[src/rtl/gpia_defines.svh]
// Register offsets, field positions, reset values and layout masks of the event aggregator
`ifndef GPIA_DEFINES_SVH
`define GPIA_DEFINES_SVH

`define GPIA_ADDR_W             20
`define GPIA_GT_STATUS_OFF      20'h44010
`define GPIA_GT_MASK_OFF        20'h44014
`define GPIA_GT_IDENTITY_OFF    20'h44018
`define GPIA_GT_ENABLE_OFF      20'h4401c
`define GPIA_PM_STATUS_OFF      20'h44020
`define GPIA_PM_MASK_OFF        20'h44024
`define GPIA_PM_IDENTITY_OFF    20'h44028
`define GPIA_PM_ENABLE_OFF      20'h4402c

`define GPIA_GT_MASK_RST        32'hffffffff
`define GPIA_PM_MASK_RST        32'h0fffffff
`define GPIA_IDENTITY_RST       32'h00000000
`define GPIA_ENABLE_RST         32'h00000000

// Implemented bits of the graphics-engine and power-management layouts
`define GPIA_GT_VALID           32'h675dd1dd
`define GPIA_PM_MAILBOX_BIT     25
`define GPIA_PM_THERMAL_BIT     24
`define GPIA_PM_IDLE_DOWN_BIT   6
`define GPIA_PM_UP_THR_BIT      5
`define GPIA_PM_DOWN_THR_BIT    4
`define GPIA_PM_UP_EVAL_BIT     2
`define GPIA_PM_DOWN_EVAL_BIT   1
`define GPIA_PM_VALID           32'h03000076

`endif

[src/rtl/gpia_pkg.sv]
// Types shared by the event aggregator
package gpia_pkg;
    typedef logic [31:0] gpia_word_t;
    typedef enum logic [1:0] {
        GPIA_ID_IDLE,
        GPIA_ID_SET,
        GPIA_ID_SET_PENDING,
        GPIA_ID_GAP
    } gpia_id_state_t;
endpackage

[src/rtl/gpia_aggregator.sv]
// Graphics-engine and power-management interrupt aggregation registers
`timescale 1ns/10ps
`include "gpia_defines.svh"

// What this block does
// Unmasked status latches into identity until W1C
// Identity remembers one extra pending occurrence
// Clear with pending: bit drops, then returns
// Mask 0 reports, mask 1 blocks
// Enable per identity bit gates interrupt
// Disabled identity bits still set, readable
// Interrupt ORs display, graphics, power groups
// Display master enable gates all interrupts
// Status reads live conditions, read only
// Software must not sample pulsed status
// Graphics registers share one bit layout
// Power registers share documented layout
// Software masks power events in power unit
// Software reads identity first on interrupt
// Zero writes, status, reserved enable and identity bits ignored
// Event beats simultaneous clear
module gpia_aggregator
    import gpia_pkg::*;
(
    input  wire logic                    clk_sys,
    input  wire logic                    rst,
    input  wire logic [31:0]             gt_event_in,
    input  wire logic                    power_unit_mailbox_event,
    input  wire logic                    power_unit_thermal_event,
    input  wire logic                    idle_down_timeout_event,
    input  wire logic                    perf_up_threshold,
    input  wire logic                    perf_down_threshold,
    input  wire logic                    perf_up_eval_event,
    input  wire logic                    perf_down_eval_event,
    input  wire logic                    display_event_pending,
    input  wire logic                    display_master_enable,
    input  wire logic                    reg_wr,
    input  wire logic                    reg_rd,
    input  wire logic [`GPIA_ADDR_W-1:0] reg_addr,
    input  wire logic [31:0]             reg_wdata,
    output logic      [31:0]             reg_rdata,
    output logic                         reg_rvalid,
    output logic                         cpu_irq
);

    // Event pins come from other clock domains; two stages before use
    gpia_word_t gt_sync1_q, gt_sync2_q;
    gpia_word_t pm_sync1_q, pm_sync2_q;
    logic       de_sync1_q, de_sync2_q, mst_sync1_q, mst_sync2_q;
    gpia_word_t pm_raw;

    assign pm_raw = {6'h00, power_unit_mailbox_event, power_unit_thermal_event, 17'h00000,
                     idle_down_timeout_event, perf_up_threshold, perf_down_threshold, 1'b0,
                     perf_up_eval_event, perf_down_eval_event, 1'b0};

    always_ff @(posedge clk_sys) begin
        if (rst) begin
            gt_sync1_q  <= '0;
            gt_sync2_q  <= '0;
            pm_sync1_q  <= '0;
            pm_sync2_q  <= '0;
            de_sync1_q  <= 1'b0;
            de_sync2_q  <= 1'b0;
            mst_sync1_q <= 1'b0;
            mst_sync2_q <= 1'b0;
        end else begin
            gt_sync1_q  <= gt_event_in;
            gt_sync2_q  <= gt_sync1_q;
            pm_sync1_q  <= pm_raw;
            pm_sync2_q  <= pm_sync1_q;
            de_sync1_q  <= display_event_pending;
            de_sync2_q  <= de_sync1_q;
            mst_sync1_q <= display_master_enable;
            mst_sync2_q <= mst_sync1_q;
        end
    end

    // Live status view; writes to these offsets fall through the decode
    gpia_word_t gt_status, pm_status;
    // Reserved lanes are dropped only after the second stage
    assign gt_status = gt_sync2_q & `GPIA_GT_VALID;
    assign pm_status = pm_sync2_q & `GPIA_PM_VALID;

    // Edge detect so a held condition counts once, not every cycle
    gpia_word_t gt_prev_q, pm_prev_q;
    always_ff @(posedge clk_sys) begin
        if (rst) begin
            gt_prev_q <= '0;
            pm_prev_q <= '0;
        end else begin
            gt_prev_q <= gt_status;
            pm_prev_q <= pm_status;
        end
    end

    function automatic gpia_word_t rise(input gpia_word_t now, input gpia_word_t prev);
        rise = now & ~prev;
    endfunction

    // Address decode
    wire hit_gt_status = (reg_addr == `GPIA_GT_STATUS_OFF);
    wire hit_gt_mask   = (reg_addr == `GPIA_GT_MASK_OFF);
    wire hit_gt_id     = (reg_addr == `GPIA_GT_IDENTITY_OFF);
    wire hit_gt_en     = (reg_addr == `GPIA_GT_ENABLE_OFF);
    wire hit_pm_status = (reg_addr == `GPIA_PM_STATUS_OFF);
    wire hit_pm_mask   = (reg_addr == `GPIA_PM_MASK_OFF);
    wire hit_pm_id     = (reg_addr == `GPIA_PM_IDENTITY_OFF);
    wire hit_pm_en     = (reg_addr == `GPIA_PM_ENABLE_OFF);

    // Mask and enable storage; reserved bits never store in enable, masks store all 32 bits
    gpia_word_t gt_mask_q, gt_en_q, pm_mask_q, pm_en_q;
    always_ff @(posedge clk_sys) begin
        if (rst) begin
            gt_mask_q <= `GPIA_GT_MASK_RST;
            gt_en_q   <= `GPIA_ENABLE_RST;
            pm_mask_q <= `GPIA_PM_MASK_RST;
            pm_en_q   <= `GPIA_ENABLE_RST;
        end else if (reg_wr) begin
            if (hit_gt_mask)
                gt_mask_q <= reg_wdata;
            if (hit_gt_en)
                gt_en_q   <= reg_wdata & `GPIA_GT_VALID;
            if (hit_pm_mask)
                pm_mask_q <= reg_wdata;
            if (hit_pm_en)
                pm_en_q   <= reg_wdata & `GPIA_PM_VALID;
        end
    end

    // Unmasked rising events and write-one clears
    gpia_word_t gt_evt, pm_evt, gt_clr, pm_clr;
    assign gt_evt = rise(gt_status, gt_prev_q) & ~gt_mask_q;
    assign pm_evt = rise(pm_status, pm_prev_q) & ~pm_mask_q;
    assign gt_clr = (reg_wr && hit_gt_id) ? (reg_wdata & `GPIA_GT_VALID) : '0;
    assign pm_clr = (reg_wr && hit_pm_id) ? (reg_wdata & `GPIA_PM_VALID) : '0;

    // Per-bit identity cell: set, set with one pending, and a one-cycle low gap
    function automatic gpia_id_state_t id_next(input gpia_id_state_t cur,
                                               input logic evt, input logic clr);
        id_next = cur;
        case (cur)
            GPIA_ID_IDLE: begin
                if (evt)
                    id_next = GPIA_ID_SET;
            end
            GPIA_ID_SET: begin
                if (evt)
                    id_next = GPIA_ID_SET_PENDING;
                else if (clr)
                    id_next = GPIA_ID_IDLE;
            end
            GPIA_ID_SET_PENDING: begin
                if (clr && !evt)
                    id_next = GPIA_ID_GAP;
            end
            GPIA_ID_GAP: begin
                id_next = evt ? GPIA_ID_SET_PENDING : GPIA_ID_SET;
            end
            default: id_next = GPIA_ID_IDLE;
        endcase
    endfunction

    gpia_id_state_t gt_id_q [32];
    gpia_id_state_t pm_id_q [32];
    gpia_word_t     gt_id, pm_id;

    for (genvar i = 0; i < 32; i++) begin : g_cell
        always_ff @(posedge clk_sys) begin
            if (rst) begin
                gt_id_q[i] <= GPIA_ID_IDLE;
                pm_id_q[i] <= GPIA_ID_IDLE;
            end else begin
                gt_id_q[i] <= id_next(gt_id_q[i], gt_evt[i], gt_clr[i]);
                pm_id_q[i] <= id_next(pm_id_q[i], pm_evt[i], pm_clr[i]);
            end
        end
        // Visible bit is high in both set states, low in the gap
        assign gt_id[i] = (gt_id_q[i] == GPIA_ID_SET) ||
                          (gt_id_q[i] == GPIA_ID_SET_PENDING);
        assign pm_id[i] = (pm_id_q[i] == GPIA_ID_SET) ||
                          (pm_id_q[i] == GPIA_ID_SET_PENDING);
    end

    // Interrupt combine; registered so the output is a flop
    wire irq_d = mst_sync2_q &&
                 (de_sync2_q || |(gt_id & gt_en_q) || |(pm_id & pm_en_q));

    // Read mux; unmapped offsets and reserved bits read zero, except mask registers which read all stored bits
    gpia_word_t rd_d;
    assign rd_d = hit_gt_status ? gt_status :
                  hit_gt_mask   ? gt_mask_q :
                  hit_gt_id     ? gt_id     :
                  hit_gt_en     ? gt_en_q   :
                  hit_pm_status ? pm_status :
                  hit_pm_mask   ? pm_mask_q :
                  hit_pm_id     ? pm_id     :
                  hit_pm_en     ? pm_en_q   : '0;

    always_ff @(posedge clk_sys) begin
        if (rst) begin
            cpu_irq    <= 1'b0;
            reg_rdata  <= '0;
            reg_rvalid <= 1'b0;
        end else begin
            cpu_irq    <= irq_d;
            reg_rvalid <= reg_rd;
            if (reg_rd)
                reg_rdata <= rd_d;
        end
    end

endmodule

[config.mk]
export PLATFORM = sky130hd
export DESIGN_NAME = gpia_aggregator
export DESIGN_NICKNAME = d
export VERILOG_FILES = /design/src/rtl/gpia_pkg.sv /design/src/rtl/gpia_aggregator.sv
export VERILOG_INCLUDE_DIRS = /design/src /design/src/rtl
export SDC_FILE = /design/constraint.sdc
export NUM_CORES = 1
export LEC_CHECK = 0
export BUFFER_PORTS_ARGS = -buffer_cell sky130_fd_sc_hd__buf_2
export CAP_MARGIN = 20
export CORE_MARGIN = 2
export CORE_UTILIZATION = 41
export CTS_CLUSTER_SIZE = 30
export DETAILED_ROUTE_END_ITERATION = 10
export GPL_TIMING_DRIVEN = 1
export MAX_ROUTING_LAYER = met4
export PLACE_DENSITY = 0.68
export RECOVER_POWER = 50
export SETUP_SLACK_MARGIN = 0.02
export SLEW_MARGIN = 0
export SYNTH_ARGS = -nofsm -noshare
export SYNTH_HDL_FRONTEND = slang
export SYNTH_SLANG_ARGS = --single-unit
[constraint.sdc]
create_clock -name clk_sys -period 1.7 [get_ports clk_sys]
set_input_delay 0 -clock clk_sys [delete_from_list [all_inputs] [get_ports clk_sys]]
set_output_delay 0 -clock clk_sys [all_outputs]
set_load 0.005 [all_outputs]
==> results.py, run 1 <==
metrics = {
    "yosys": {
        "avgSynthCellArea_um2": 8.805,
        "yosysTopAreaCellShare_pct": 38.87,
        "yosys_warnings": 0,
        "synth_edf_count": 0,
        "ys.flop_type": "dfxtp_1",
        "synth_largest_area_cell": "dfxtp_1",
        "ys_seq_elements": 264,
        "ys_async_sr_fraction_pct": 0,
        "syn_inst": 1544,
        "synthTopCellsByArea": "dfxtp_1 39%, ha_1 9.9%, nand2_1 5.2%",
        "yosysSeqAreaShare_pct": 38.87,
        "synth.distinct_cells": 68,
        "syn-num-nets": 1749,
        "syn_area_um2": 13600,
    },
    "worst_hold_path": {
        "hp-start": "reg_rd",
        "whs_endpoint": "reg_rdata[2]$_SDFFE_PP0P_",
        "min_path_type": "input port to flop",
        "hold_depth": 3,
    },
    "global_route": {
        "antenna_found_initial": 1,
        "grt_pass1_wl_um": 65830,
        "grt_max_degree": 87,
        "gr-total-overflow": 0,
        "track_usage_pct": 24.46,
        "grt_pass1_vias": 12660,
    },
    "final_layout": {
        "final_cell_area_um2": 19340,
        "nets": 2105,
        "multi_input_area_um2": 8884,
        "fin_util_pct": 59.29,
        "drive_above_1_share_pct": 35.94,
        "num-fill-cells": 2736,
        "ff_latch_area_um2": 5389,
        "area_delta_synth_final_pct": 42.24,
    },
    "setup_path": {
        "rr_startpoint": "gt_sync2_q[24]$_SDFF_PP0_",
        "r2r-end": "gt_id_q[1][16]$_SDFFE_PP0P_",
        "worst-path-buf-inv": 1,
        "start_kind": "flop",
        "arrival_ns": 2.22,
        "critical_path.top_delay_family": "compound AO/OA/AOI/OAI gates",
        "criticalPathCategory": "flop to flop",
        "required_ns": 2.16,
        "critPathMaxFanout": 3,
        "endpoint_kind": "flop",
        "rrSetupSlack_ns": -0.06,
        "slowest_stage": "or3b_2",
        "crit_chain": "or3b_2 -> a21oi_1 -> a31oi_2 -> buf_4 -> o21bai_1 -> a211oi_1",
        "cpPeakStageDelay_ns": 0.51,
        "rr_worst_depth": 6,
    },
    "timing": {
        "fin_crit_ns": 1.761,
        "fin_crit_sh_pct": 103.6,
        "maxSlewHeadroom_pct": 67.27,
        "setup-violations-final": 8,
        "fin_worst_skew_ns": 0.008401,
        "worst_slack_ns": -0.06126,
        "holdWs_ns": -0.04240,
        "setup_tns_ns": -0.1774,
        "fmax_mhz": 567.8,
        "rsz0062_at_grt": "yes",
        "hold_violations": 4,
        "maxSlewViolCount": 0,
        "worst_pin_slew_ns": 0.4910,
    },
    "pwr": {
        "power_density_nw_per_um2": 841.9,
        "max-vdd-ir-drop_mv": 1.087,
        "p_leak_uw": 0.007626,
    },
    "detailed_routing": {
        "m1WireLength_um": 18100,
        "drc": 0,
        "drt-total-wl_um": 42510,
        "wl_per_cell_um": 17.99,
        "drtIter0Drc": 975,
        "first_pass_iters": 5,
        "vias_per_cell": 5.543,
        "vias": 13100,
        "drt.antenna.violating_nets": 0,
        "met3_length_um": 2829,
        "dr.max_layer_used": "met4",
        "met2_length_um": 20570,
    },
    "clock_network": {
        "clockBufferDepth": 3,
        "path_clk_slew_ns": 0.06,
        "cts_tree": "built",
        "cts_num_sinks": 264,
        "htreeDepth": 1,
        "clk_latency_ns": 0.55,
        "root_buffer": "clkbuf_16",
        "cts-buffers-inserted": 30,
    },
    "placement": {
        "portBuffers": 118,
        "post-place-ws_ns": -0.2778,
        "place_congestion": 0.9203,
        "placed_cell_area_um2": 16250,
        "place_hpwl_um": 28660,
    },
    "floorplan": {
        "row_count": 66,
        "die_area_um2": 34630,
        "start_util_pct": 41.68,
        "io_pins": 131,
        "die_w_um": 186.1,
        "fp.coreArea_um2": 32620,
        "die_h_um": 186.1,
    },
    "run_status": {
        "violations": "hold timing, setup timing",
        "outcome": "finished, violations left",
    },
    "job": {
        "max-cap-violations": 0,
    },
}
[cell usage in the layout, fill, tap and decap left out, drive strengths merged, types with 22 or more instances in the layout]
| master | instances |
|---|---|
| inv | 57 |
| nor2 | 56 |
| ha | 108 |
| or3 | 22 |
| or3b | 27 |
| mux2i | 45 |
| clkbuf | 47 |
| nor3 | 29 |
| dfxtp | 264 |
| a22o | 27 |
| dlygate4sd3 | 70 |
| nand2b | 43 |
| a21oi | 112 |
| a31oi | 46 |
| nor2b | 96 |
| o21ai | 38 |
| buf | 342 |
| nand3 | 62 |
| nand2 | 190 |
[cell type report]
| type | count | area share (%) |
|---|---|---|
| timing repair buffer | 413 | 16.94 |
| inverter | 57 | 1.184 |
| antenna | 1 | 0.01294 |
| multi-input combinational | 1134 | 45.94 |
| clock buffer | 46 | 4.768 |
| sequential | 264 | 27.87 |
| tap | 442 | 2.860 |
| clock inverter | 6 | 0.4335 |
[synthesized netlist by cell type (11+ instances only)]
| cell type | n |
|---|---|
| nand2_1 | 190 |
| inv_1 | 56 |
| a211oi_1 | 15 |
| a2111oi_0 | 15 |
| or3b_2 | 27 |
| nor3_1 | 28 |
| a21oi_1 | 112 |
| nand2b_1 | 43 |
| or3_1 | 22 |
| nor2_1 | 56 |
| or4_1 | 16 |
| o21bai_1 | 11 |
| ha_1 | 108 |
| o21ai_0 | 38 |
| nor2b_1 | 96 |
| nand3_1 | 62 |
| a22o_1 | 27 |
| o31ai_1 | 16 |
| clkbuf_1 | 63 |
| buf_2 | 16 |
| a311oi_1 | 11 |
| mux2i_1 | 45 |
| a31oi_1 | 46 |
| dfxtp_1 | 264 |
[worst register-to-register path: stages (launching register included)]
cell	delay [ns]
dfxtp_1	0.34
or3b_2	0.51
a21oi_1	0.22
a31oi_2	0.09
buf_4	0.16
o21bai_1	0.14
a211oi_1	0.21
[logic make-up after synthesis]
kind of cell               synth area share (%)
and+or+nand+nor                           23.84
DFF                                       38.87
adders and majority gates                 9.939
muxes                                     4.473
AOI/OAI and AO/OA                         18.48
buffers and inverters                     4.399
[how the worst max path moves through the flow]
stage	from	end	slack [ns]	cells past startpoint
finish	gt_sync2_q[24]$_SDFF_PP0_	gt_id_q[1][16]$_SDFFE_PP0P_	-0.06	6
global route	gt_sync2_q[24]$_SDFF_PP0_	gt_id_q[1][16]$_SDFFE_PP0P_	-0.13	5
CTS	flop	reg_rdata[25]$_SDFFE_PP0P_	-0.04	7
detailed placement	reg_addr[1]	gt_mask_q[6]$_SDFFE_PP1P_	-0.28	9
global placement	reg_addr[9]	reg_rdata[19]$_SDFFE_PP0P_	-0.18	7
floorplan	pm_id_q[0][8]$_SDFFE_PP0P_	flop	-0.03	6
[power by group]
group	switching (µW)	internal [µW]	total (µW)
clock	2580	3990	6580
combinational	1530	1580	3110
sequential	168	6420	6590
total	4290	12000	16300
[what timing repair did]
item | 4_1_cts | 5_1_grt
resized for setup | 153 | 169
setup buffers | 7 | 10
endpoints found under the hold margin | 149 | 0
pin swaps | 50 | 79
hold buffers | 70 | 0
setup endpoints to repair | 50 | 62
[metal layers]
| layer | GRT usage, % | up-vias |
|---|---|---|
| met5 | - | - |
| met4 | 7.307 | 0 |
| met1 | 30.96 | 6301 |
| li1 | - | 6249 |
| met3 | 3.502 | 86 |
| met2 | 40.52 | 462 |
[stage by stage]
stage | cells | hold slack, ns | power, µW
global route | 2363 | 0.001379 | 16910
CTS | 2352 | -0.06159 | 16130
global placement | 2223 | 0.2151 | 9004
detailed placement | 2223 | 0.2131 | 9092
finish | 2363 | -0.04240 | 16280
floorplan | 1544 | 0.1179 | 7969
(Power assumes the default switching activity.)
==> inputs of run 2 (changes only) <==
--- a/config.mk
+++ b/config.mk
@@ -9,15 +9,15 @@
 export BUFFER_PORTS_ARGS = -buffer_cell sky130_fd_sc_hd__buf_2
 export CAP_MARGIN = 20
 export CORE_MARGIN = 2
-export CORE_UTILIZATION = 41
+export CORE_UTILIZATION = 42
 export CTS_CLUSTER_SIZE = 30
 export DETAILED_ROUTE_END_ITERATION = 10
-export GPL_TIMING_DRIVEN = 1
+export GPL_TIMING_DRIVEN = 0
 export MAX_ROUTING_LAYER = met4
-export PLACE_DENSITY = 0.68
+export PLACE_DENSITY = 0.69
 export RECOVER_POWER = 50
 export SETUP_SLACK_MARGIN = 0.02
-export SLEW_MARGIN = 0
+export SLEW_MARGIN = 40
 export SYNTH_ARGS = -nofsm -noshare
 export SYNTH_HDL_FRONTEND = slang
 export SYNTH_SLANG_ARGS = --single-unit
==> results.py, run 2 (synthesized netlist as in run 1, its figures left out) <==
metrics = {
    "run_status": {
        "outcome": "finished, violations left",
        "violations": "setup timing",
    },
    "clock_network": {
        "clk_latency_ns": 0.55,
        "htreeDepth": 1,
        "path_clk_slew_ns": 0.06,
        "cts_num_sinks": 264,
        "cts_tree": "built",
        "clockBufferDepth": 3,
        "root_buffer": "clkbuf_16",
        "cts-buffers-inserted": 29,
    },
    "setup_path": {
        "crit_chain": "buf_6 -> ha_4 -> nor3_4 -> and3b_1 -> a31oi_2 -> a211oi_1 -> o32ai_1",
        "required_ns": 2.12,
        "cp.depth": 7,
        "criticalPathCategory": "flop to flop",
        "r2r-end": "gt_id_q[1][26]$_SDFFE_PP0P_",
        "critPathMaxFanout": 4,
        "rrSetupSlack_ns": -0.10,
        "start_kind": "flop",
        "arrival_ns": 2.22,
        "slowest_stage": "dfxtp_2",
        "worst-path-buf-inv": 1,
        "rr_worst_depth": 7,
        "endpoint_kind": "flop",
        "critical_path.top_delay_family": "compound AO/OA/AOI/OAI gates",
        "cpPeakStageDelay_ns": 0.34,
    },
    "floorplan": {
        "row_count": 65,
        "start_util_pct": 42.86,
        "die_h_um": 183.9,
        "fp.coreArea_um2": 31720,
        "io_pins": 131,
        "die_w_um": 183.9,
        "die_area_um2": 33820,
    },
    "global_route": {
        "track_usage_pct": 29.75,
        "grt_pass1_vias": 12900,
        "gr-total-overflow": 0,
        "antenna_found_initial": 1,
        "grt_max_degree": 14,
        "grt_pass1_wl_um": 75040,
    },
    "pwr": {
        "power.internal_uw": 12290,
        "pwr-share-seq_pct": 39.3,
        "power_uw": 16900,
        "max-vdd-ir-drop_mv": 0.6012,
        "p_sw_uw": 4606,
        "p_leak_uw": 0.007131,
        "combPwrFrac_pct": 18.9,
        "swShare_pct": 27.26,
        "clkPwrFrac_pct": 41.8,
        "power_density_nw_per_um2": 898.7,
    },
    "final_layout": {
        "final_common_cell": "dfxtp_1",
        "num-fill-cells": 2707,
        "area_delta_synth_final_pct": 38.28,
        "nets": 2053,
        "drive_above_1_share_pct": 34.08,
        "final_cell_mix": "191 x dfxtp_1, 190 x nand2_1, 102 x buf_2",
    },
    "detailed_routing": {
        "drt.antenna.violating_nets": 0,
        "vias": 13640,
        "wl_per_cell_um": 22.77,
        "drc": 0,
        "drtIter0Drc": 1245,
        "first_pass_iters": 5,
        "drt-total-wl_um": 51730,
        "vias_per_cell": 6.004,
    },
    "job": {
        "max-cap-violations": 0,
    },
    "worst_hold_path": {
        "hp-start": "reg_addr[2]",
        "hold_depth": 5,
        "min_path_type": "input port to flop",
        "whs_endpoint": "reg_rdata[19]$_SDFFE_PP0P_",
    },
    "timing": {
        "maxSlewViolCount": 0,
        "maxSlewHeadroom_pct": 24.78,
        "setup-violations-final": 19,
        "fmax_mhz": 554.4,
        "worst_pin_slew_ns": 1.128,
        "fin_crit_sh_pct": 106.1,
        "worst_slack_ns": -0.1038,
        "holdWs_ns": 0.1089,
        "hold_violations": 0,
        "rsz0062_at_grt": "yes",
        "fin_crit_ns": 1.804,
        "fin_worst_skew_ns": 0.007653,
    },
    "placement": {
        "portBuffers": 115,
        "place_hpwl_um": 33740,
        "place_congestion": 0.9945,
        "post-place-ws_ns": -0.8311,
    },
}
-- run 2: routing by layer --
metal	GRT usage, %	vias up	wire (µm)
met5	-	-	0
met4	12.90	0	2475
met3	3.407	165	4083
met2	48.18	722	24290
met1	37.59	6606	20880
li1	-	6147	-
-- run 2: cell type report --
cell class / count / area [µm²] / share of cell area (%)
antenna: 1 / 2.502 / 0.01331
buffer: 83 / 414.1 / 2.203
multi-input combinational: 1134 / 9115 / 48.48
timing repair buffer: 279 / 1961 / 10.43
clock inverter: 12 / 237.7 / 1.264
clock buffer: 40 / 817.0 / 4.346
tap: 402 / 503.0 / 2.675
sequential: 264 / 5446 / 28.97
inverter: 57 / 304.0 / 1.617
-- run 2: per-stage QoR --
| step | TNS, ns | instance area (µm²) | utilization (%) | instances |
|---|---|---|---|---|
| 2_1_floorplan | -0.02980 | 13640 | - | 1544 |
| 3_3_place_gp | -85.43 | 14710 | 46.39 | 2061 |
| 3_5_place_dp | -86.30 | 14740 | 46.46 | 2062 |
| 4_1_cts | -0.5083 | 17850 | 56.27 | 2239 |
| 5_1_grt | -4.690 | 18800 | 59.27 | 2272 |
| 6_report | -0.8858 | 18800 | 59.27 | 2272 |
-- run 2: worst max-delay path by stage --
| stage | from | to | slack, ns |
|---|---|---|---|
| 2_1_floorplan | pm_id_q[0][8]$_SDFFE_PP0P_ | flop | -0.03 |
| 3_3_place_gp | reg_addr[13] | flop | -0.83 |
| 3_5_place_dp | reg_addr[1] | pm_mask_q[7]$_SDFFE_PP1P_ | -0.83 |
| 4_1_cts | flop | cpu_irq$_SDFF_PP0_ | -0.09 |
| 5_1_grt | flop | gt_id_q[1][26]$_SDFFE_PP0P_ | -0.22 |
| 6_report | flop | gt_id_q[1][26]$_SDFFE_PP0P_ | -0.10 |
-- run 2: worst reg2reg max path: cells and delay by family, from the launching register on --
family / cells / cell delay (ns)
buf+inv: 1 / 0.13
simple gates: 2 / 0.39
fa+ha+maj: 1 / 0.17
compound gates: 3 / 0.64
flops: 1 / 0.34
-- run 2: timing repair --
item,CTS,global route
resized for setup,269,211
buffers inserted,69,32
hold buffers,62,0
hold endpoints to repair,139,0
setup endpoints to repair,101,142
pin swaps,87,104
-- run 2: power by group through the flow --
stage          clock network [µW]  registers [µW]  logic [µW]
2_1_floorplan                   0            6680        1290
3_3_place_gp                    0            6730        1940
3_5_place_dp                    0            6740        2020
4_1_cts                      7070            6620        2790
5_1_grt                      7340            6660        3380
6_report                     7060            6640        3190
==> inputs of run 3 (changes only) <==
--- a/config.mk
+++ b/config.mk
@@ -8,7 +8,6 @@
 export LEC_CHECK = 0
 export BUFFER_PORTS_ARGS = -buffer_cell sky130_fd_sc_hd__buf_2
 export CAP_MARGIN = 20
-export CORE_MARGIN = 2
 export CORE_UTILIZATION = 42
 export CTS_CLUSTER_SIZE = 30
 export DETAILED_ROUTE_END_ITERATION = 10
==> results.py, run 3 (synthesized netlist as in run 1, its figures left out) <==
metrics = {
    "run_status": {
        "outcome": "finished, violations left",
        "violations": "setup timing",
    },
    "detailed_routing": {
        "wl_per_cell_um": 22.43,
        "drtIter0Drc": 1293,
        "first_pass_iters": 6,
        "vias": 13460,
        "drt.antenna.violating_nets": 0,
        "vias_per_cell": 5.957,
        "drc": 0,
        "drt-total-wl_um": 50700,
    },
    "final_layout": {
        "drive_above_1_share_pct": 33.60,
        "nets": 2042,
        "final_cell_area_um2": 18560,
        "final_common_cell": "dfxtp_1",
        "area_delta_synth_final_pct": 36.49,
        "final_cell_mix": "198 x dfxtp_1, 190 x nand2_1, 109 x buf_2",
    },
    "global_route": {
        "grt_pass1_vias": 12850,
        "gr-total-overflow": 0,
        "grt_pass1_wl_um": 74310,
        "grt_max_degree": 17,
        "antenna_found_initial": 1,
        "track_usage_pct": 30.02,
    },
    "floorplan": {
        "die_h_um": 181.9,
        "fp.coreArea_um2": 31720,
        "die_area_um2": 33090,
        "io_pins": 131,
        "row_count": 65,
        "die_w_um": 181.9,
        "start_util_pct": 42.86,
    },
    "setup_path": {
        "endpoint_kind": "flop",
        "criticalPathCategory": "flop to flop",
        "arrival_ns": 2.24,
        "critPathMaxFanout": 5,
        "start_kind": "flop",
        "critical_path.top_delay_family": "simple AND/OR/NAND/NOR gates",
        "crit_chain": "inv_4 -> ha_4 -> buf_6 -> a22o_4 -> a221oi_2 -> nand4_1 -> nor3_2 -> nor3b_1",
        "worst-path-buf-inv": 2,
        "cpPeakStageDelay_ns": 0.35,
        "slowest_stage": "dfxtp_2",
        "required_ns": 2.15,
    },
    "timing": {
        "worst_slack_ns": -0.09547,
        "fin_crit_sh_pct": 105.6,
        "fmax_mhz": 557.0,
        "setup-violations-final": 22,
        "rsz0062_at_grt": "yes",
        "fin_worst_skew_ns": 0.01994,
        "fin_crit_ns": 1.795,
        "holdWs_ns": 0.09110,
        "maxSlewViolCount": 0,
        "worst_pin_slew_ns": 0.9831,
        "maxSlewHeadroom_pct": 34.46,
        "hold_violations": 0,
    },
    "placement": {
        "portBuffers": 115,
        "place_congestion": 0.9713,
        "placed_cell_area_um2": 14730,
        "place_hpwl_um": 33320,
    },
    "clock_network": {
        "cts_tree": "built",
        "clockBufferDepth": 3,
        "clk_latency_ns": 0.59,
        "htreeDepth": 1,
        "path_clk_slew_ns": 0.06,
        "root_buffer": "clkbuf_16",
        "cts_num_sinks": 264,
        "cts-buffers-inserted": 31,
    },
    "pwr": {
        "power_density_nw_per_um2": 879.3,
        "max-vdd-ir-drop_mv": 0.9030,
        "p_leak_uw": 0.007038,
    },
    "job": {
        "max-cap-violations": 0,
    },
    "worst_hold_path": {
        "min_path_type": "input port to flop",
    },
}
run 3: changes by cell type in the layout (fill, tap and decap cells not counted), sizes merged:
cell and change:
buf -10, bufinv -6, dlygate4sd3 +3, inv +1
run 3: stage by stage:
step	instances	worst slack [ns]	TNS, ns	total power [µW]	util [%]
after floorplan	1544	-0.02980	-0.02980	7969	-
after detailed placement	2061	-0.8541	-85.76	8746	46.43
after global placement	2061	-0.7719	-84.40	8664	46.39
final	2260	-0.09547	-0.7018	16320	58.50
after CTS	2232	-0.07329	-0.3744	15880	55.45
after global routing	2260	-0.1255	-2.238	16840	58.50
run 3: power breakdown:
| group | internal [µW] | switching [µW] | leakage [µW] |
|---|---|---|---|
| registers | 6420 | 234 | 0.00219 |
| clock network | 3830 | 2720 | 0.000488 |
| logic | 1450 | 1660 | 0.00437 |
run 3: worst paths after layout:
path | startpoint | to | slack [ns] | cells after the start
worst max-delay path | gt_id_q[1][28]$_SDFFE_PP0P_ | cpu_irq$_SDFF_PP0_ | -0.1 | 8
worst min-delay path | reg_addr[2] | reg_rdata[14]$_SDFFE_PP0P_ | 0.09 | 5
worst max register to register | gt_id_q[1][28]$_SDFFE_PP0P_ | cpu_irq$_SDFF_PP0_ | -0.1 | 8
worst min register to register | pm_sync1_q[1]$_SDFF_PP0_ | pm_sync2_q[1]$_SDFF_PP0_ | 0.44 | 1
run 3: layout make-up:
type / instances / area, µm²
antenna: 1 / 2.502
buffer: 83 / 394.1
clock buffer: 46 / 912.1
clock inverter: 7 / 77.57
fill: 2675 / 13160
inverter: 57 / 291.5
multi-input combinational: 1134 / 9085
sequential: 264 / 5438
tap: 402 / 503.0
timing repair buffer: 266 / 1853
run 3: what timing repair did:
action | CTS | global route
endpoints found under the hold margin | 148 | 0
pin swaps | 69 | 75
cloned | 0 | 0
endpoints found under the setup margin | 89 | 134
setup buffers | 59 | 27
gates resized for setup | 251 | 207
hold buffers | 65 | 0
run 3: worst reg2reg max path, stage by stage (launching register included):
cell,delay (ns)
dfxtp_2,0.35
inv_4,0.06
ha_4,0.26
buf_6,0.12
a22o_4,0.22
a221oi_2,0.20
nand4_1,0.14
nor3_2,0.23
nor3b_1,0.08
run 3: routing by layer:
layer	global-route usage (%)	routed length, µm
met3	4.493	4191
met4	12.71	2064
met5	-	0
met1	37.79	20920
met2	47.95	23520
